### src/led_ctrl_regs.svh
// Register offsets, field positions, reset values and timing counts of the LED control bank
`ifndef LED_CTRL_REGS_SVH
`define LED_CTRL_REGS_SVH
`define ADDR_ENGINE_CONTROL   8'h00
`define ADDR_CHANNEL_MODE     8'h01
`define ADDR_RED_DUTY         8'h02
`define ADDR_GREEN_DUTY       8'h03
`define ADDR_BLUE_DUTY        8'h04
`define ADDR_RED_CURRENT      8'h05
`define ADDR_GREEN_CURRENT    8'h06
`define ADDR_BLUE_CURRENT     8'h07
`define BIT_LOG_SELECT        7
`define BIT_POWER_UP          6
`define RST_ENGINE_CONTROL    8'h00
`define RST_CHANNEL_MODE      8'h00
`define RST_DUTY              8'h00
`define RST_CURRENT           8'hAF
`define CLK_PERIOD_NS         10
`define STARTUP_TIME_US       500
`define STARTUP_CYCLES        ((`STARTUP_TIME_US * 1000) / `CLK_PERIOD_NS)
`define SLOW_DIV_CYCLES       3052
`endif

### src/led_ctrl_pkg.sv
// Types shared by the LED control bank
package led_ctrl_pkg;
  typedef enum logic [1:0] {
    EXEC_HOLD = 2'b00,
    EXEC_STEP = 2'b01,
    EXEC_RUN  = 2'b10,
    EXEC_ONCE = 2'b11
  } exec_code_t;
  typedef enum logic [1:0] {
    MODE_OFF    = 2'b00,
    MODE_LOAD   = 2'b01,
    MODE_RUN    = 2'b10,
    MODE_DIRECT = 2'b11
  } channel_mode_select_t;
  typedef enum logic [1:0] {
    ENG_IDLE = 2'b00,
    ENG_BUSY = 2'b01,
    ENG_DONE = 2'b10
  } eng_state_t;
endpackage

### src/engine_link_if.sv
// Signals between the register bank and one channel engine sequencer
`timescale 1ns/1ns
interface engine_link_if;
  import led_ctrl_pkg::*;
  exec_code_t exec_code;
  channel_mode_select_t   channel_mode_select;
  logic       slow_tick;
  logic       end_seen;
  logic       clear_exec;
  logic [3:0] prog_count;
  logic       busy;
  modport bank (output exec_code, output channel_mode_select, output slow_tick, output end_seen,
                input clear_exec, input prog_count, input busy);
  modport engine (input exec_code, input channel_mode_select, input slow_tick, input end_seen,
                  output clear_exec, output prog_count, output busy);
endinterface

### src/channel_engine.sv
// Per-channel execution sequencer: steps, runs or holds the program counter
`timescale 1ns/1ns
module channel_engine
  import led_ctrl_pkg::*;
#(
  parameter int CMD_TICKS = 16
) (
  input wire logic      clk,
  input wire logic      rst,
  engine_link_if.engine lnk
);
  // The tick counter is 8 bits wide
  if (CMD_TICKS < 1 || CMD_TICKS > 255) begin : g_bad_ticks
    $error("CMD_TICKS out of range");
  end

  typedef struct packed {
    eng_state_t st;
    logic [7:0] ticks;
    logic [3:0] pc;
    logic       incr;
    logic       clr;
  } eng_t;

  eng_t s_reg;
  eng_t s_next;

  // Sequencing of one command per 16 slow ticks
  always_comb begin
    s_next = s_reg;
    s_next.clr = 1'b0;
    case (s_reg.st)
      ENG_IDLE: begin
        if (lnk.channel_mode_select == MODE_LOAD) begin
          s_next.pc = 4'h0;
        // The bank clears its field one cycle after clr, so a clr cycle must not restart
        end else if (lnk.channel_mode_select == MODE_RUN && lnk.exec_code != EXEC_HOLD
                     && !s_reg.clr) begin
          s_next.st = ENG_BUSY;
          s_next.ticks = 8'h00;
          s_next.incr = (lnk.exec_code != EXEC_ONCE);
        end
      end
      ENG_BUSY: begin
        if (lnk.slow_tick) begin
          s_next.ticks = s_reg.ticks + 8'h01;
          if (s_reg.ticks == 8'(CMD_TICKS - 1)) begin
            s_next.st = ENG_DONE;
          end
        end
      end
      ENG_DONE: begin
        // The command in progress always completes before holding
        s_next.st = ENG_IDLE;
        if (lnk.end_seen) begin
          s_next.pc = 4'h0;
          s_next.clr = 1'b1;
        end else begin
          if (s_reg.incr) begin
            s_next.pc = s_reg.pc + 4'h1;
          end
          s_next.clr = (lnk.exec_code == EXEC_STEP) || (lnk.exec_code == EXEC_ONCE);
        end
      end
      default: begin
        s_next.st = ENG_IDLE;
      end
    endcase
  end

  // State register
  always_ff @(posedge clk) begin
    if (rst) begin
      s_reg <= '{st: ENG_IDLE, ticks: 8'h00, pc: 4'h0, incr: 1'b0, clr: 1'b0};
    end else begin
      s_reg <= s_next;
    end
  end

  assign lnk.clear_exec = s_reg.clr;
  assign lnk.prog_count = s_reg.pc;
  assign lnk.busy       = (s_reg.st != ENG_IDLE);

  once_keeps_pc_a: assert property (@(posedge clk) disable iff (rst)
    (s_reg.st == ENG_DONE && !s_reg.incr) |=> (s_reg.pc == $past(s_reg.pc)) || $past(lnk.end_seen))
    else $error("execute-once moved the program counter");
  load_clears_pc_a: assert property (@(posedge clk) disable iff (rst)
    (s_reg.st == ENG_IDLE && lnk.channel_mode_select == MODE_LOAD) |=> (s_reg.pc == 4'h0))
    else $error("load mode did not clear the program counter");
  hold_stays_idle_a: assert property (@(posedge clk) disable iff (rst)
    (s_reg.st == ENG_IDLE && lnk.exec_code == EXEC_HOLD) |=> (s_reg.st == ENG_IDLE))
    else $error("engine started while on hold");
  end_clears_a: assert property (@(posedge clk) disable iff (rst)
    (s_reg.st == ENG_DONE && lnk.end_seen)
    |=> (s_reg.pc == 4'h0) && s_reg.clr)
    else $error("end of program left the counter set");
  step_advances_a: assert property (@(posedge clk) disable iff (rst)
    (s_reg.st == ENG_DONE && s_reg.incr && !lnk.end_seen)
    |=> s_reg.pc == $past(s_reg.pc) + 4'h1)
    else $error("program counter did not advance");
  no_restart_a: assert property (@(posedge clk) disable iff (rst)
    s_reg.clr
    |=> s_reg.st == ENG_IDLE)
    else $error("engine restarted on a stale execution code");
endmodule

### src/led_channel_control_regs.sv
// Control register bank of the three-channel LED driver
`timescale 1ns/1ns
`include "led_ctrl_regs.svh"

// Summary of operation
// - Log select in engine control bit 7 maps duty values onto a logarithmic scale.
// - Setting power-up bit 6 starts a startup sequence that ends about 500 us later.
// - A low external enable pin forces the power-up bit back to zero.
// - Execution fields sit at bits 5:4 red, 3:2 green and 1:0 blue of engine control.
// - Hold finishes the command in progress and then stays stopped.
// - Step executes one instruction, increments the counter and returns to hold.
// - Run executes continuously from the current program counter.
// - Execute-once runs one instruction without incrementing, then returns to hold.
// - Execution fields follow the 32 kHz clock; host writes are spaced over 488 us.
// - Mode fields sit at bits 5:4, 3:2, 1:0; code 00 disables the channel.
// - Mode 01 allows program loading and clears the channel program counter.
// - Mode 10 runs the channel program as its execution field says.
// - Mode 11 drives the channel duty from its 8-bit duty register.
// - Mode fields follow the 32 kHz clock; host writes are spaced over 153 us.
// - The 8-bit current code sets 0.1 mA per step up to 25.5 mA, reset 17.5 mA.
// - An end-of-program instruction clears the counter and sets execution to hold.
module led_channel_control_regs
  import led_ctrl_pkg::*;
#(
  parameter int STARTUP_CYCLES = `STARTUP_CYCLES,
  parameter int SLOW_DIV       = `SLOW_DIV_CYCLES
) (
  // Clock and reset
  input  wire logic       CLK,
  input  wire logic       SYS_RST,
  // Register access from the serial interface
  input  wire logic       WR_EN,
  input  wire logic       RD_EN,
  input  wire logic [7:0] ADDR,
  input  wire logic [7:0] WDATA,
  output logic [7:0]      RDATA,
  // External pins
  input  wire logic       ENABLE_PIN,
  input  wire logic [2:0] END_SEEN,
  // Channel outputs
  output logic            READY,
  output logic            LOG_SCALE,
  output logic [23:0]     DUTY,
  output logic [23:0]     CURRENT,
  output logic [2:0]      CH_ENABLE,
  output logic [2:0]      ENGINE_BUSY,
  output logic [11:0]     PROG_COUNT
);
  // Counters are 20 and 16 bits; a startup under 8 cycles would trip the early-finish check
  if (STARTUP_CYCLES < 8 || STARTUP_CYCLES > 1048575) begin : g_bad_startup
    $error("STARTUP_CYCLES out of range");
  end
  if (SLOW_DIV < 2 || SLOW_DIV > 65535) begin : g_bad_div
    $error("SLOW_DIV out of range");
  end

  typedef struct packed {
    logic [1:0]  en_sync;
    logic [7:0]  ctrl;
    logic [7:0]  mode;
    logic [5:0]  exec_slow;
    logic [5:0]  mode_slow;
    logic [23:0] duty;
    logic [23:0] current;
    logic [19:0] start_cnt;
    logic        ready;
    logic [15:0] div_cnt;
    logic        tick;
    logic [7:0]  rdata;
    logic [23:0] duty_out;
    logic [2:0]  ch_en;
    logic [2:0]  busy;
    logic [11:0] pc;
  } bank_t;

  bank_t r_reg;
  bank_t r_next;

  engine_link_if lnk0 ();
  engine_link_if lnk1 ();
  engine_link_if lnk2 ();

  // Logarithmic brightness map: roughly 2^(v/32) scaled onto 0..255
  function automatic logic [7:0] log_map(input logic [7:0] v);
    logic [15:0] m;
    logic [2:0]  e;
    m = 16'h0000;
    e = v[7:5];
    if (v == 8'h00) begin
      m = 16'h0000;
    end else begin
      m = ({11'h000, 1'b1, v[4:1]} << e) >> 4'h4;
    end
    return (m[15:8] != 8'h00) ? 8'hFF : m[7:0];
  endfunction

  // Field of a channel from its channel index: red is field 2, blue is field 0
  function automatic logic [1:0] fld(input logic [5:0] r, input int ch);
    return r[2*ch +: 2];
  endfunction

  // Host engine control write, with hardware hold-back from the engines
  always_comb begin
    logic [2:0] clr;
    clr = {lnk2.clear_exec, lnk1.clear_exec, lnk0.clear_exec};
    r_next = r_reg;
    r_next.en_sync = {r_reg.en_sync[0], ENABLE_PIN};
    // Slow tick approximates the 32 kHz clock the fields are resynchronised to
    r_next.tick = 1'b0;
    if (r_reg.div_cnt == 16'(SLOW_DIV - 1)) begin
      r_next.div_cnt = 16'h0000;
      r_next.tick = 1'b1;
    end else begin
      r_next.div_cnt = r_reg.div_cnt + 16'h0001;
    end
    if (WR_EN) begin
      case (ADDR)
        `ADDR_ENGINE_CONTROL: r_next.ctrl = WDATA;
        `ADDR_CHANNEL_MODE:   r_next.mode = {2'b00, WDATA[5:0]};
        `ADDR_RED_DUTY:       r_next.duty[23:16] = WDATA;
        `ADDR_GREEN_DUTY:     r_next.duty[15:8] = WDATA;
        `ADDR_BLUE_DUTY:      r_next.duty[7:0] = WDATA;
        `ADDR_RED_CURRENT:    r_next.current[23:16] = WDATA;
        `ADDR_GREEN_CURRENT:  r_next.current[15:8] = WDATA;
        `ADDR_BLUE_CURRENT:   r_next.current[7:0] = WDATA;
        default: begin
        end
      endcase
    end
    // Engine return-to-hold beats a host write in the same cycle
    for (int c = 0; c < 3; c++) begin
      if (clr[c]) begin
        r_next.ctrl[2*c +: 2] = EXEC_HOLD;
        r_next.exec_slow[2*c +: 2] = EXEC_HOLD;
      end
    end
    // Pin low wins over any write of the power-up bit
    if (!r_reg.en_sync[1]) begin
      r_next.ctrl[`BIT_POWER_UP] = 1'b0;
    end
    // Resynchronise fields only on the slow tick
    if (r_reg.tick) begin
      r_next.exec_slow = r_next.ctrl[5:0];
      r_next.mode_slow = r_reg.mode[5:0];
    end
    // Startup delay counted from the power-up bit
    if (!r_reg.ctrl[`BIT_POWER_UP]) begin
      r_next.start_cnt = 20'h00000;
      r_next.ready = 1'b0;
    end else if (!r_reg.ready) begin
      if (r_reg.start_cnt == 20'(STARTUP_CYCLES - 1)) begin
        r_next.ready = 1'b1;
      end else begin
        r_next.start_cnt = r_reg.start_cnt + 20'h00001;
      end
    end
    // Read data
    r_next.rdata = r_reg.rdata;
    if (RD_EN) begin
      case (ADDR)
        `ADDR_ENGINE_CONTROL: r_next.rdata = r_reg.ctrl;
        `ADDR_CHANNEL_MODE:   r_next.rdata = r_reg.mode;
        `ADDR_RED_DUTY:       r_next.rdata = r_reg.duty[23:16];
        `ADDR_GREEN_DUTY:     r_next.rdata = r_reg.duty[15:8];
        `ADDR_BLUE_DUTY:      r_next.rdata = r_reg.duty[7:0];
        `ADDR_RED_CURRENT:    r_next.rdata = r_reg.current[23:16];
        `ADDR_GREEN_CURRENT:  r_next.rdata = r_reg.current[15:8];
        `ADDR_BLUE_CURRENT:   r_next.rdata = r_reg.current[7:0];
        default:              r_next.rdata = 8'h00;
      endcase
    end
    // Output duty and channel enables
    for (int c = 0; c < 3; c++) begin
      logic [7:0] d;
      d = r_reg.duty[8*c +: 8];
      if (r_reg.ctrl[`BIT_LOG_SELECT]) begin
        d = log_map(d);
      end
      r_next.ch_en[c] = r_reg.ready && (fld(r_reg.mode_slow, c) != MODE_OFF);
      r_next.duty_out[8*c +: 8] =
        (r_reg.ready && fld(r_reg.mode_slow, c) == MODE_DIRECT) ? d : 8'h00;
    end
    // Engine status mirrors, registered so the outputs come from flip-flops
    r_next.busy = {lnk2.busy, lnk1.busy, lnk0.busy};
    r_next.pc   = {lnk2.prog_count, lnk1.prog_count, lnk0.prog_count};
  end

  // State register
  always_ff @(posedge CLK) begin
    if (SYS_RST) begin
      r_reg <= '0;
      r_reg.ctrl <= `RST_ENGINE_CONTROL;
      r_reg.mode <= `RST_CHANNEL_MODE;
      r_reg.duty <= {3{`RST_DUTY}};
      r_reg.current <= {3{`RST_CURRENT}};
    end else begin
      r_reg <= r_next;
    end
  end

  // Engine links see the resynchronised fields; engines stall until startup is done
  assign lnk0.exec_code = exec_code_t'(r_reg.ready ? r_reg.exec_slow[1:0] : 2'b00);
  assign lnk1.exec_code = exec_code_t'(r_reg.ready ? r_reg.exec_slow[3:2] : 2'b00);
  assign lnk2.exec_code = exec_code_t'(r_reg.ready ? r_reg.exec_slow[5:4] : 2'b00);
  assign lnk0.channel_mode_select   = channel_mode_select_t'(r_reg.mode_slow[1:0]);
  assign lnk1.channel_mode_select   = channel_mode_select_t'(r_reg.mode_slow[3:2]);
  assign lnk2.channel_mode_select   = channel_mode_select_t'(r_reg.mode_slow[5:4]);
  assign lnk0.slow_tick = r_reg.tick;
  assign lnk1.slow_tick = r_reg.tick;
  assign lnk2.slow_tick = r_reg.tick;
  assign lnk0.end_seen  = END_SEEN[0];
  assign lnk1.end_seen  = END_SEEN[1];
  assign lnk2.end_seen  = END_SEEN[2];

  channel_engine u_eng0 (.clk(CLK), .rst(SYS_RST), .lnk(lnk0));
  channel_engine u_eng1 (.clk(CLK), .rst(SYS_RST), .lnk(lnk1));
  channel_engine u_eng2 (.clk(CLK), .rst(SYS_RST), .lnk(lnk2));

  // Outputs straight from the state register
  assign RDATA       = r_reg.rdata;
  assign READY       = r_reg.ready;
  assign LOG_SCALE   = r_reg.ctrl[`BIT_LOG_SELECT];
  assign DUTY        = r_reg.duty_out;
  assign CURRENT     = r_reg.current;
  assign CH_ENABLE   = r_reg.ch_en;
  assign ENGINE_BUSY = r_reg.busy;
  assign PROG_COUNT  = r_reg.pc;

  pin_low_clears_a: assert property (@(posedge CLK) disable iff (SYS_RST)
    !r_reg.en_sync[1] |=> !r_reg.ctrl[`BIT_POWER_UP])
    else $error("power-up bit survived a low enable pin");
  startup_not_early_a: assert property (@(posedge CLK) disable iff (SYS_RST)
    $rose(r_reg.ctrl[`BIT_POWER_UP]) |-> !r_reg.ready [*8])
    else $error("startup finished too early");
  startup_done_a: assert property (@(posedge CLK) disable iff (SYS_RST)
    (r_reg.ctrl[`BIT_POWER_UP] && r_reg.start_cnt == 20'(STARTUP_CYCLES - 1) && !r_reg.ready)
    |=> r_reg.ready || !r_reg.ctrl[`BIT_POWER_UP])
    else $error("startup did not finish on time");
  direct_duty_a: assert property (@(posedge CLK) disable iff (SYS_RST)
    (r_reg.ready && r_reg.mode_slow[5:4] == 2'b11 && !r_reg.ctrl[`BIT_LOG_SELECT])
    |=> r_reg.duty_out[23:16] == $past(r_reg.duty[23:16]))
    else $error("direct duty not forwarded");
  log_applied_a: assert property (@(posedge CLK) disable iff (SYS_RST)
    (r_reg.ready && r_reg.mode_slow[1:0] == 2'b11 && r_reg.ctrl[`BIT_LOG_SELECT])
    |=> r_reg.duty_out[7:0] == log_map($past(r_reg.duty[7:0])))
    else $error("log map not applied");
  mode_sync_a: assert property (@(posedge CLK) disable iff (SYS_RST)
    !r_reg.tick |=> $stable(r_reg.mode_slow))
    else $error("mode field moved off the slow tick");
  exec_clear_a: assert property (@(posedge CLK) disable iff (SYS_RST)
    lnk2.clear_exec |=> r_reg.ctrl[5:4] == 2'b00)
    else $error("execution field not returned to hold");
  current_reset_a: assert property (@(posedge CLK)
    $past(SYS_RST) |-> r_reg.current == {3{`RST_CURRENT}})
    else $error("current code reset wrong");

  // Register writes land as addressed unless the pin or an engine overrides them
  ctrl_write_a: assert property (@(posedge CLK) disable iff (SYS_RST)
    (WR_EN && ADDR == `ADDR_ENGINE_CONTROL && r_reg.en_sync[1] && !lnk0.clear_exec
     && !lnk1.clear_exec && !lnk2.clear_exec)
    |=> r_reg.ctrl == $past(WDATA))
    else $error("engine control write lost");
  mode_write_a: assert property (@(posedge CLK) disable iff (SYS_RST)
    (WR_EN && ADDR == `ADDR_CHANNEL_MODE)
    |=> r_reg.mode == {2'b00, $past(WDATA[5:0])})
    else $error("mode write lost");
  duty_write_a: assert property (@(posedge CLK) disable iff (SYS_RST)
    (WR_EN && ADDR == `ADDR_BLUE_DUTY)
    |=> r_reg.duty[7:0] == $past(WDATA))
    else $error("duty write lost");
  current_write_a: assert property (@(posedge CLK) disable iff (SYS_RST)
    (WR_EN && ADDR == `ADDR_RED_CURRENT)
    |=> r_reg.current[23:16] == $past(WDATA))
    else $error("current write lost");
  duty_hold_a: assert property (@(posedge CLK) disable iff (SYS_RST)
    !WR_EN
    |=> $stable(r_reg.duty))
    else $error("duty register moved without a write");
  current_hold_a: assert property (@(posedge CLK) disable iff (SYS_RST)
    !WR_EN
    |=> $stable(r_reg.current))
    else $error("current code moved without a write");

  // Read data is registered and stands until the next read
  read_ctrl_a: assert property (@(posedge CLK) disable iff (SYS_RST)
    (RD_EN && ADDR == `ADDR_ENGINE_CONTROL)
    |=> r_reg.rdata == $past(r_reg.ctrl))
    else $error("engine control read back wrong");
  read_unmapped_a: assert property (@(posedge CLK) disable iff (SYS_RST)
    (RD_EN && ADDR > `ADDR_BLUE_CURRENT)
    |=> r_reg.rdata == 8'h00)
    else $error("unmapped read not zero");
  rdata_stands_a: assert property (@(posedge CLK) disable iff (SYS_RST)
    !RD_EN
    |=> $stable(r_reg.rdata))
    else $error("read data moved without a read");

  // Startup counting, and the channels stay dark until it ends
  ready_drops_a: assert property (@(posedge CLK) disable iff (SYS_RST)
    !r_reg.ctrl[`BIT_POWER_UP]
    |=> !r_reg.ready)
    else $error("ready stayed up without power");
  startup_count_a: assert property (@(posedge CLK) disable iff (SYS_RST)
    (r_reg.ctrl[`BIT_POWER_UP] && !r_reg.ready && r_reg.start_cnt != 20'(STARTUP_CYCLES - 1))
    |=> r_reg.start_cnt == $past(r_reg.start_cnt) + 20'h00001)
    else $error("startup counter skipped");
  stall_unready_a: assert property (@(posedge CLK) disable iff (SYS_RST)
    !r_reg.ready
    |=> (r_reg.ch_en == 3'b000) && (r_reg.duty_out == 24'h000000))
    else $error("channel active before startup ended");

  // Channel outputs follow the resynchronised mode fields
  off_disables_a: assert property (@(posedge CLK) disable iff (SYS_RST)
    (r_reg.mode_slow[5:4] == 2'b00)
    |=> !r_reg.ch_en[2])
    else $error("disabled channel still enabled");
  duty_off_a: assert property (@(posedge CLK) disable iff (SYS_RST)
    (r_reg.mode_slow[3:2] != 2'b11)
    |=> r_reg.duty_out[15:8] == 8'h00)
    else $error("duty shown outside direct control");
  log_off_linear_a: assert property (@(posedge CLK) disable iff (SYS_RST)
    (r_reg.ready && r_reg.mode_slow[1:0] == 2'b11 && !r_reg.ctrl[`BIT_LOG_SELECT])
    |=> r_reg.duty_out[7:0] == $past(r_reg.duty[7:0]))
    else $error("linear duty not forwarded");

  // Execution fields move only on the slow tick or on an engine's return to hold
  exec_sync_a: assert property (@(posedge CLK) disable iff (SYS_RST)
    (!r_reg.tick && !lnk0.clear_exec && !lnk1.clear_exec && !lnk2.clear_exec)
    |=> $stable(r_reg.exec_slow))
    else $error("execution field moved off the slow tick");
  exec_clear_green_a: assert property (@(posedge CLK) disable iff (SYS_RST)
    lnk1.clear_exec
    |=> r_reg.ctrl[3:2] == 2'b00)
    else $error("green execution field not returned to hold");
  exec_clear_blue_a: assert property (@(posedge CLK) disable iff (SYS_RST)
    lnk0.clear_exec
    |=> r_reg.ctrl[1:0] == 2'b00)
    else $error("blue execution field not returned to hold");
endmodule

### config.mk
export PLATFORM = sky130hd
export DESIGN_NAME = led_channel_control_regs
export DESIGN_NICKNAME = d
export VERILOG_FILES = /design/src/led_ctrl_pkg.sv /design/src/engine_link_if.sv /design/src/channel_engine.sv /design/src/led_channel_control_regs.sv
export VERILOG_INCLUDE_DIRS = /design/src /design/src/src
export SDC_FILE = /design/constraint.sdc
export NUM_CORES = 1
export LEC_CHECK = 0
export BUFFER_PORTS_ARGS = -buffer_cell sky130_fd_sc_hd__buf_4
export CORE_ASPECT_RATIO = 1.75
export CORE_MARGIN = 10
export CORE_UTILIZATION = 53
export DETAILED_ROUTE_END_ITERATION = 16
export PLACE_DENSITY = 0.85
export SETUP_SLACK_MARGIN = 0.05
export SYNTH_ARGS = -nofsm -noshare
export SYNTH_HDL_FRONTEND = slang
export SYNTH_SLANG_ARGS = --single-unit
### constraint.sdc
create_clock -name CLK -period 2.5 [get_ports CLK]
set_clock_uncertainty 0.2 [all_clocks]
set_input_delay 0.5 -clock CLK [delete_from_list [all_inputs] [get_ports CLK]]
set_output_delay 0.5 -clock CLK [all_outputs]
set_load 0.05 [all_outputs]
Word-level counts from Yosys, hierarchy flattened
Index checks and enable logic that the tools add are counted.

word-level totals
  register bits = 212
  input port bits = 24

operators by class
  shift operators = 3
  reduce and logical (&&, ||, !) cells = 76
  multiplexer cells = 62
  equal/unequal tests = 54
  add/subtract/negate cells = 8
  bitwise logic cells = 13

operators with widths
  cell                                                                      number
  10-bit two-way mux                                                        9
  8-bit one-hot mux with 8 select lines                                     1
  12-bit two-way mux                                                        4
  16-bit two-way mux                                                        3
  8-bit two-way mux                                                         6
  8-bit one-hot mux with 2 select lines                                     3
  5-bit by 3-bit << shifter with 16-bit output                              3
  4-bit two-way mux                                                         9
  2-bit nonzero test                                                        18
  8-bit by 3-bit equality test with 1-bit output (second input constant)    4
  8-bit zero test                                                           4
  8-bit by 1-bit adder with 8-bit output (second input constant)            3
  2-bit equality test (second input constant)                               12
  8-bit by 4-bit equality test with 1-bit output (second input constant)    3
  2-bit two-way mux                                                         12
  4-bit one-hot mux with 2 select lines                                     3
  4-bit AND reduction                                                       6
  8-bit nonzero test                                                        3
  20-bit by 1-bit adder with 20-bit output (second input constant)          1
  20-bit by 16-bit equality test with 1-bit output (second input constant)  1
  2-bit by 1-bit equality test with 1-bit output (second input constant)    9
  2-bit by 1-bit != test with 1-bit output (second input constant)          9
  2-bit != test (second input constant)                                     9
  2-bit AND reduction                                                       9
  other kinds (17)                                                          72

Depth between registers and ports, before layout
Gate-level depths: netlist (run 1).

  word-level depth = 7
  gate-level depth with buffers = 8
  mapped depth without buffers = 6

Hierarchy
Synthesis (run 1) repeated with hierarchy kept, for this count alone.

unflattened totals
  cell total of the unflattened synthesis = 1178
  area, all modules = 10334.9 um^2

modules (own cells, without submodules)
  module                    cells each  instances  area each (um^2)
  led_channel_control_regs  878         1          7793.7
  channel_engine            100         3          847.1

Worst setup path before layout (run 1)
No wires, ideal clock.

  path type = in2reg
  start point = in ADDR[4]
  end point = reg r_reg, in the netlist CURRENT[23]
  setup slack = 0.108 ns
  data arrival time = 2.073 ns
  path buffers = 1
  cell stages on the path = 6
  path through = or3_1 -> or3_1 -> nor4_4 -> buf_4 -> nor2b_1 -> a211o_1

between the ends
  word-level cells in the longest chain between the ends = 2

RTL lines
  what                                            RTL line                         text
  start, declared                                 led_channel_control_regs.sv:34   input wire logic [7:0] ADDR,
  8-bit by 3-bit equality test with 1-bit output  led_channel_control_regs.sv:117  case (ADDR)
  2-bit AND reduction (no source line)            n/a
  end signal, assigned                            led_channel_control_regs.sv:197  r_reg <= r_next;
  end, declared                                   led_channel_control_regs.sv:76   bank_t r_reg;

Every way passes these cells.
A chain may end at the register's enable or synchronous reset.

Worst setup path after layout (run 1)
  start point = reg r_reg[68] in the netlist's numbering
  end point = reg r_reg[84] in the netlist's numbering

between the ends
  word-level cells in the longest chain between the ends = 3
  elaborated cells between the ends (all ways) = 4
  classes of those cells = add/sub (1); eq/ne (1); bitwise (1); reduce/logical (1)

RTL lines
  what
  branches (longest 3 deep; another with 20-bit by 1-bit adder with 20-bit output)

Several ways; the timed one is not identified.

==> results of run 1 <==
-- cells by family after synthesis --
family	share of synthesized area [%]
XOR/XNOR	4.44
AND/OR/NAND/NOR	22.4
multiplexers	9.40
flip-flops	43.1
AO/OA/AOI/OAI	11.0
adder cells (fa/ha/maj)	1.02
buffers and inverters	8.66
-- cells in the mapped netlist (10+ instances only) --
cell type / instances / area share, %
a211o_1: 18 / 1.6
nor2b_1: 39 / 2.5
nand3_1: 29 / 1.5
nor2_1: 146 / 5.6
nand2_1: 74 / 2.8
xnor2_1: 23 / 2.0
clkbuf_1: 39 / 1.5
o21ai_1: 22 / 1.1
or3_1: 10 / 0.63
mux2i_1: 61 / 6.2
inv_2: 10 / 0.38
a22oi_1: 13 / 0.99
xor2_1: 27 / 2.4
buf_4: 75 / 5.7
a21oi_1: 54 / 2.7
o21ai_0: 21 / 1.1
nor3_1: 32 / 1.6
mux4_2: 12 / 2.7
nand4_1: 17 / 1.1
nor4_1: 11 / 0.70
dfxtp_1: 212 / 43
nand2b_1: 18 / 1.1
-- metal layers --
layer	GRT usage [%]	vias up	part of all wire, %
met5	0	-	0
met3	3.38	73	5.8
met2	35.2	255	53
met4	11.0	0	5.5
li1	-	3791	-
met1	19.0	3765	36
-- cell type report --
cell class	instances	area, um2
clock inverter	4	52.6
sequential	212	4240
tap	234	293
fill	1481	7140
timing repair buffer	125	976
multi-input combinational	740	4760
inverter	17	63.8
clock buffer	30	609
-- final timing paths --
kind | from | end | slack, ns | depth (start not counted)
setup reg to reg | r_reg[68] | r_reg[84] | 0.21 | 7
hold reg to reg | RDATA[6] | RDATA[6] | 0.25 | 2
hold / removal | ENABLE_PIN | r_next[165] | 0.04 | 2
setup / recovery | r_reg[68] | r_reg[84] | 0.21 | 7
-- per-stage QoR --
step,instance area [um2],setup TNS (ns),std cells,power (mW),hold WS [ns]
floorplan,9850,0,1099,3.58,0.214
global placement,10300,0,1328,3.65,0.239
detailed placement,10300,-0.0476,1328,3.65,0.242
CTS,11000,0,1362,6.67,0.0346
global route,11000,0,1362,6.83,0.0371
finish,11000,0,1362,6.64,0.0426
-- power by group through the flow --
stage	combinational, mW	sequential [mW]	clock, mW
2_1_floorplan	0.118	3.46	0
3_3_place_gp	0.186	3.47	0
3_5_place_dp	0.188	3.47	0
4_1_cts	0.189	3.39	3.09
5_1_grt	0.202	3.39	3.24
6_report	0.190	3.39	3.06
-- worst max-delay path, cell delays in order (launching register included) --
cell	delay, ns
dfxtp_1	0.36
ha_1	0.25
nand4_1	0.14
buf_4	0.17
nor4_1	0.40
o211ai_2	0.21
or4_1	0.42
nand2_1	0.08
-- timing repair --
item	4_1_cts	5_1_grt
endpoints found under the setup margin	0	5
hold buffers	0	0
hold endpoints to repair	0	0
resized for setup	0	1
==> summary.md, run 1 <==
The flow ran to the end, and the final reports show no timing, DRC or antenna violations. After synthesis, flip-flops and latches occupy 43.1% of the total area. The analysis attributes to net switching a power of 1.40 mW. Counting flops with a built-in enable in the synthesized netlist gives 0. The fraction of layout instances using a drive strength above 1 was 16.5%.

The count of input and output buffers is 99, and the worst setup slack after layout is 0.207 ns. The number of remaining DRC errors was 0. The via count of the first global-routing pass was 7823; the routed via count divided by cell count was 5.79. The number of hold violations in the final report was 0; the standby leakage power was 3.99 nW.

Entering global routing, the biggest net connects 56 pins. The number of pins with negative max-slew slack in the final report was 0; the clock-pin slew on the worst setup and hold paths was 0.06 ns. The cell count after synthesis came out at 1099. The estimated wirelength of the detail-placed design is 17700 um. The critical path in this run is classified as reg2reg. The final count of negative-setup-slack endpoints is 0, and the mapped cell area is 9850 um2. In this run, distinct cell masters in the synthesized netlist total 61. The floorplan die area is 24700 um2, and the residual antenna-violating net count after detailed routing is 0. The register with the most flip-flops in the layout has 80 of them. For the fraction of the core area covered by cells at the end of the flow, the log shows 60.6%.

In the global route stage, overall resource usage came out at 19.1%. In the synthesized netlist the async set-or-reset flop fraction comes to 0%. Once the floorplan was initialized, standard cells occupied 54.3% of the core. The global route total overflow was 0. Setup repair after global routing left no endpoint under its margin.

The logs give 46.1% for the part of the total power dissipated in the clock network and 436 MHz for the peak clock frequency supported by timing. The logs give 100 for the number of top-level pins and 212 for the number of clock sinks seen by CTS. The detailed router finished its first iteration with 613 violations. Across the VDD grid, the largest voltage drop is 0.497 mV. When the netlist entered floorplanning its net count stood at 1131. For the combinational share of power, the log shows 2.9%.

Compared with the post-synthesis result, the final layout area differs by 11.6%. Yosys printed 0 warnings. The number of CTS-inserted buffers is 20, and the proportion of total power due to net switching is 21.1%. In the synthesized netlist the dominant register cell turns out to be dfxtp_1.

Leaving out fill and tap cells, the most frequent cells in the layout are 212 x dfxtp_1, 146 x nor2_1, 122 x buf_4. First-pass detailed-route iteration total: 5. The synthesized design contains 212 register bits. The core outline area was 18100 um2. The final critical path takes up 91.7% of the cycle. For the post-placement setup slack, the log shows -0.0165 ns.

The vertical die dimension is 200 um, and the number of antenna cells inserted is 0. Number of H-tree levels: 1. Data on the critical path arrives at its endpoint at 2.52 ns. The root buffer cell chosen for the clock tree is clkbuf_16.

The per-cell routed wire length came out at 17.8 um. The worst setup path is captured at a register. The first global-routing pass estimated 39200 um of wire.

Power density over the cells: 604 nW/um2. Along the worst path, the maximum fanout reaches 3. For the pin with the worst max-slew slack, the measured transition is 0.610 ns. The data required time at the worst endpoint was 2.73 ns; the count of standard-cell rows was 65.

The number of max-capacitance violations reported was 0; the synthesized area per cell was 8.97 um2. The min-delay analysis places its worst path in the category in2reg. In this run the deepest clock path goes through 3 buffers.

The library cell used most frequently in the layout, excluding fill and tap cells, is dfxtp_1. For the total internal power, the log shows 5.24 mW. In this run the post-CTS setup repair buffer count came out at 0. For this block, the routed nets add up to 24200 um of wire. Overall die width: 123 um. The congestion estimate from routability-driven global placement came to 0.906.

Post-layout minimum cycle time: 2.29 ns. Sequential cells account for 51.1% of the total power. The startpoint type of the worst setup path is a register.

The tools report the initial antenna violation count as 0. The final layout contains 1148 nets. Measured against its own limit, the worst slew margin works out to 59.3%. The clock reaches the later pin of the worst-skew pair after 0.49 ns. TritonCTS built the clock tree. The detailed-route via count is 7884.
No activity file was read; power rests on OpenSTA's default activity.
==> run 2: changes to the inputs <==
--- a/config.mk
+++ b/config.mk
@@ -14,4 +14,5 @@
 export PLACE_DENSITY = 0.85
 export SETUP_SLACK_MARGIN = 0.05
+export SKIP_LAST_GASP = 1
 export SYNTH_ARGS = -nofsm -noshare
 export SYNTH_HDL_FRONTEND = slang
==> constraint.sdc (replaced) <==
create_clock -name CLK -period 2.5 [get_ports CLK]
set_clock_uncertainty 0.2 [all_clocks]
set_input_delay 0.25 -clock CLK [delete_from_list [all_inputs] [get_ports CLK]]
set_output_delay 0.25 -clock CLK [all_outputs]
set_load 0.05 [all_outputs]
==> summary.md, run 2 (same netlist as run 1, synthesis figures left out) <==
The run finished with clean final reports. The final-stage net count came out at 1160 (was 1148). For the count of standard-cell rows, the log shows 65 (unchanged). The run gives 1 (unchanged) as the number of H-tree levels. TritonCTS built the clock tree.

The global routing usage summed across all routing layers is 19.8% (was 19.1%), and the actual transition at the worst max-transition pin is 0.656 ns (was 0.610 ns). The most common cell after layout, fill and taps aside was dfxtp_1 (unchanged). Flip-flop count of the largest register, all copies and words added: 80 (unchanged).

The tools report the final count of negative-setup-slack endpoints as 0 (unchanged). Critical path cell sequence: or4b_1 > or4_1 > buf_4 > o211ai_2 > xor2_1 > nor2_1 (was ha_1 > nand4_1 > buf_4 > nor4_1 > o211ai_2 > or4_1 > nand2_1). Setup repair after global routing left no endpoint under its margin. The number of clock sinks seen by CTS came out at 212 (unchanged).

Via count of the first global-routing pass: 8188 (was 7823). The wire length of the first global-routing pass was 40500 um (was 39200 um). The cell with the largest stage delay on the worst path is or4b_1 (was or4_1).

The worst hold path startpoint is ADDR[1] (was ENABLE_PIN). The post-layout minimum cycle time was 2.27 ns (was 2.29 ns); the relative max-transition margin was 56.2% (was 59.3%). Type of the worst setup path: reg2reg (unchanged). The run gives 655 (was 613) as the iteration-0 DRC count of the detailed router.

The logs give 54.3% (unchanged) for the effective utilization at floorplan and 100 (unchanged) for the number of top-level pins. The tools report the initial antenna violation count as 0 (unchanged). The clock-pin slew on the worst setup and hold paths is 0.07 ns (was 0.06 ns), and the maximum vdd ir drop is 0.741 mV (was 0.497 mV). For the number of remaining DRC errors, the log shows 0 (unchanged).

Wire length after detailed routing: 25400 um (was 24200 um). Number of hold violations in the final report: 0 (unchanged). For the number of pins with negative max-slew slack in the final report, the log shows 0 (unchanged). The final weighted congestion in routability-driven placement is 0.959 (was 0.906). For the accumulated negative setup slack, the log shows 0 ns (unchanged). The logs give 0 (unchanged) for the number of antenna cells inserted and 8136 (was 7884) for the detailed-route via count. The latest clock arrival within the worst-skew pair was 0.50 ns (was 0.49 ns); the worst-case register-to-register setup slack was 0.23 ns (was 0.21 ns). The critical path buffer and inverter count is 1 (unchanged).

The run gives 20 (unchanged) as the number of CTS-inserted buffers. The peak clock frequency supported by timing was 440 MHz (was 436 MHz); the share of the cycle needed by the critical path after routing was 90.9% (was 91.7%). The logs give 17700 um (about the same) for the estimated wirelength of the detail-placed design and 18100 um2 (unchanged) for the core outline area. The startpoint type of the worst setup path is a register (unchanged).

For the residual antenna-violating net count after detailed routing, the log shows 0 (unchanged). The run gives 0 (unchanged) as the number of max-capacitance violations reported. Endpoint type of the worst setup path: a register (unchanged). The routed via count divided by cell count came out at 5.91 (was 5.79). The maximum cell stage delay along the critical path is 0.50 ns (was 0.42 ns). The logs give 3 (unchanged) for the maximum root-to-sink buffer count and 6.74 mW (was 6.64 mW) for the final total power.

The cell class contributing the biggest share of worst-path delay was simple AND/OR/NAND/NOR gates (unchanged). The first-pass detailed-route iteration total was 5 (unchanged); the vertical die dimension was 200 um (unchanged). The logs give 0.158 ns (was -0.0165 ns) for the post-placement setup slack and 24700 um2 (unchanged) for the floorplan die area. The logs give 43 (was 56) for the maximum number of pins on one net before global-route repair and 2.46 ns (was 2.52 ns) for the worst endpoint data arrival time. Total setup buffers inserted after CTS: 0 (unchanged).

Power density over the cells: 607 nW/um2 (was 604 nW/um2). The start of the worst register-to-register path is r_reg[78] (was r_reg[68]). Commonest non-fill, non-tap cells in the layout: 212 x dfxtp_1, 146 x nor2_1, 123 x buf_4 (was 212 x dfxtp_1, 146 x nor2_1, 122 x buf_4). The standby leakage power is 4.04 nW (was 3.99 nW), and the highest net fanout along the worst path is 5 (was 3).

The class of the worst hold path was in2reg (unchanged). The signed area change from the synthesized netlist to the final layout was 12.7% (was 11.6%). The library cell used as clock root buffer is clkbuf_16 (unchanged).

The overall die width came out at 123 um (unchanged). Fraction of layout instances using a drive strength above 1: 16.5% (about the same). The count of input and output buffers was 99 (unchanged). The critical path startpoint is r_reg[78] (was r_reg[68]). The per-cell routed wire length was 18.4 um (was 17.8 um); the global route total overflow was 0 (unchanged). The logs give 2.69 ns (was 2.73 ns) for the data required time at the worst endpoint and 0.228 ns (was 0.207 ns) for the worst setup slack after layout.
==> run 2: cell count changes in the layout (fill, tap and decap cells not counted), sizes merged <==
cell / change
buf: -2
bufinv: +1
clkbuf: -5
clkinv: +3
clkinvlp: +2
dlygate4sd3: +14
inv: +1
==> run 2: worst reg2reg max path, cell delays in order, from the launching register on <==
cell      delay [ns]
dfxtp_1         0.35
or4b_1          0.50
or4_1           0.50
buf_4           0.18
o211ai_2        0.20
xor2_1          0.18
nor2_1          0.06
==> run 2: metal layers <==
metal	track usage, %	up-vias	part of all wire (%)
li1	-	3813	-
met1	19.6	3917	35
met2	36.4	312	53
met3	3.32	94	6.3
met4	12.4	0	6.6
met5	0	-	0
==> run 2: area by class of cell <==
class,instances,area (um2)
tap,234,293
clock inverter,11,116
multi-input combinational,740,4770
fill,1446,7030
clock buffer,25,561
inverter,17,63.8
timing repair buffer,137,1060
sequential,212,4240
==> run 2: power by group <==
part           switching (mW)  internal (mW)  total, mW
logic                   0.127         0.0796      0.206
registers             0.00740           3.38       3.39
clock network            1.33           1.81       3.14
total                    1.46           5.27       6.74
==> run 2: path summary, 6_finish.rpt <==
check             cells after the start        end
hold / removal                        3   RDATA[3]
hold reg to reg                       2   RDATA[7]
setup / recovery                      6  r_reg[82]
setup reg to reg                      6  r_reg[82]
==> run 2: metrics by stage <==
step	hold WS (ns)	std cells	area [um2]	utilization, %
5_1_grt	0.134	1376	11100	61.2
6_report	0.121	1376	11100	61.2
3_3_place_gp	0.239	1326	10300	56.7
3_5_place_dp	0.254	1326	10300	56.7
4_1_cts	0.111	1376	11100	61.2
2_1_floorplan	0.168	1099	9850	-
==> run 2: repair_timing <==
| action | CTS | global route |
|---|---|---|
| resized for setup | 0 | 2 |
| hold endpoints to repair | 83 | 0 |
| endpoints found under the setup margin | 0 | 4 |
| hold buffers | 14 | 0 |
==> run 3: changes to the inputs <==
Settings changed: CTS_BUF_LIST set to sky130_fd_sc_hd__clkbuf_8 sky130_fd_sc_hd__clkbuf_16.
==> summary.md, run 3 (same netlist as run 1, synthesis figures left out) <==
The logs give 0 (unchanged) for the number of antenna cells inserted and 1160 (unchanged) for the final-stage net count. The flow ran to the end, and the final reports show no timing, DRC or antenna violations. The per-cell routed wire length is 18.4 um (about the same). For the relative max-transition margin, the log shows 56.1% (was 56.2%).

Endpoint type of the worst setup path: a register (unchanged). The actual transition at the worst max-transition pin was 0.657 ns (was 0.656 ns); the number of clock sinks seen by CTS was 212 (unchanged). The fraction of layout instances using a drive strength above 1 is 16.5% (unchanged).

The logs give 652 (was 655) for the iteration-0 DRC count of the detailed router and 0.50 ns (about the same) for the latest clock arrival within the worst-skew pair. The worst endpoint data arrival time is 2.46 ns (about the same), and the initial antenna violation count is 0 (unchanged). The overall die width came out at 123 um (unchanged). The power density over the cells was 606 nW/um2 (was 607 nW/um2); the accumulated negative setup slack was 0 ns (unchanged). The number of remaining DRC errors was 0 (unchanged); the final count of negative-setup-slack endpoints was 0 (unchanged). Count of standard-cell rows: 65 (unchanged). Setup repair after global routing left no endpoint under its margin. Critical path cell sequence: or4b_1 > or4_1 > buf_4 > o211ai_2 > xor2_1 > nor2_1 (unchanged).

The maximum vdd ir drop was 0.741 mV (unchanged); the first-pass detailed-route iteration total was 6 (was 5). Commonest non-fill, non-tap cells in the layout: 212 x dfxtp_1, 146 x nor2_1, 123 x buf_4 (unchanged). The fraction of the core area covered by cells at the end of the flow is 61.2% (unchanged), and the number of hold violations in the final report is 0 (unchanged). The tools report the floorplan die area as 24700 um2 (unchanged). The peak clock frequency supported by timing came out at 440 MHz (unchanged).

Fill cell total of the finished layout: 1446 (unchanged). Most common cell after layout, fill and taps aside: dfxtp_1 (unchanged). The number of H-tree levels was 1 (unchanged); the maximum cell stage delay along the critical path was 0.50 ns (about the same).

The core outline area is 18100 um2 (unchanged), and the total setup buffers inserted after CTS is 0 (unchanged). The tools report the number of CTS-inserted buffers as 20 (unchanged). Effective utilization at floorplan: 54.3% (unchanged). The tools report the post-placement setup slack as 0.158 ns (unchanged). For the standby leakage power, the log shows 4.05 nW (was 4.04 nW). The worst setup slack after layout was 0.228 ns (unchanged). The run gives 0 (unchanged) as the number of pins with negative max-slew slack in the final report. The library cell used as clock root buffer was clkbuf_16 (unchanged).

The signed area change from the synthesized netlist to the final layout works out to 12.7% (unchanged). The cell class contributing the biggest share of worst-path delay was simple AND/OR/NAND/NOR gates (unchanged). The flip-flop count of the largest register, all copies and words added was 80 (unchanged); the maximum number of pins on one net before global-route repair was 43 (unchanged). The residual antenna-violating net count after detailed routing was 0 (unchanged); the final weighted congestion in routability-driven placement was 0.959 (unchanged). Maximum root-to-sink buffer count: 3 (unchanged).

Type of the worst setup path: reg2reg (unchanged). The share of the cycle needed by the critical path after routing works out to 90.9% (unchanged). The run gives 25300 um (was 25400 um) as the wire length after detailed routing. The wire length of the first global-routing pass is 40500 um (unchanged). Class of the worst hold path: in2reg (unchanged). The vertical die dimension was 200 um (unchanged); the count of input and output buffers was 99 (unchanged). Global routing usage summed across all routing layers: 19.8% (unchanged). The tools report the global route total overflow as 0 (unchanged).

The highest net fanout along the worst path is 5 (unchanged). For the data required time at the worst endpoint, the log shows 2.69 ns (about the same). TritonCTS built the clock tree.

The clock-pin slew on the worst setup and hold paths was 0.07 ns (about the same); the routed via count divided by cell count was 5.91 (about the same). The detailed-route via count is 8132 (was 8136), and the number of top-level pins is 100 (unchanged). The cell with the largest stage delay on the worst path is or4b_1 (unchanged). The via count of the first global-routing pass is 8188 (unchanged).

The run gives 0.23 ns (about the same) as the worst-case register-to-register setup slack. Startpoint type of the worst setup path: a register (unchanged). The critical path buffer and inverter count works out to 1 (unchanged). The number of max-capacitance violations reported is 0 (unchanged), and the post-layout minimum cycle time is 2.27 ns (unchanged). The final total power was 6.73 mW (was 6.74 mW); the estimated wirelength of the detail-placed design was 17700 um (unchanged).
-- run 3: cell types whose count changed in the layout (fill, tap and decap cells not counted), sizes merged --
cell,change
inv,+2
clkbuf,-2
-- run 3: final cells by class --
cell class | instances | area [um2] | area share [%]
Tap cell | 234 | 293 | 2.64
Multi-Input combinational cell | 740 | 4770 | 42.9
Timing Repair Buffer | 137 | 1060 | 9.57
Clock inverter | 13 | 124 | 1.12
Inverter | 17 | 63.8 | 0.574
Clock buffer | 23 | 553 | 4.98
Sequential cell | 212 | 4240 | 38.2
-- run 3: path summary, 6_finish.rpt --
path             start        end  cells past startpoint
max          r_reg[78]  r_reg[82]                      6
min            ADDR[1]   RDATA[3]                      3
max reg2reg  r_reg[78]  r_reg[82]                      6
min reg2reg   RDATA[7]   RDATA[7]                      2
-- run 3: where the power goes --
part | switching [mW] | internal, mW
Combinational | 0.127 | 0.0796
Clock | 1.33 | 1.80
Sequential | 0.00739 | 3.38
-- run 3: metal layers --
metal  routed length [um]  vias up  global-route usage [%]
met5                    0        -                       0
met4                 1660        0                    12.4
met3                 1590       94                    3.32
met2                13300      312                    36.4
met1                 8760     3913                    19.6
li1                     -     3813                       -
-- run 3: repair_timing --
item                                    4_1_cts  5_1_grt
hold buffers                                 14        0
resized for setup                             0        2
endpoints found under the hold margin        83        0
endpoints found under the setup margin        0        4
-- run 3: worst reg2reg max path, delay by kind of cell (launching register included) --
| kind | cells | cell delay (ns) |
|---|---|---|
| AOI/OAI and AO/OA | 1 | 0.20 |
| xor gates and xnor gates | 1 | 0.18 |
| buffers and inverters | 1 | 0.18 |
| DFF | 1 | 0.35 |
| and+or+nand+nor | 3 | 1.06 |
-- run 3: stage by stage --
step	hold WS, ns	instance area [um2]	cells
floorplan	0.168	9850	1099
global placement	0.239	10300	1326
detailed placement	0.254	10300	1326
CTS	0.111	11100	1376
global route	0.134	11100	1376
finish	0.121	11100	1376
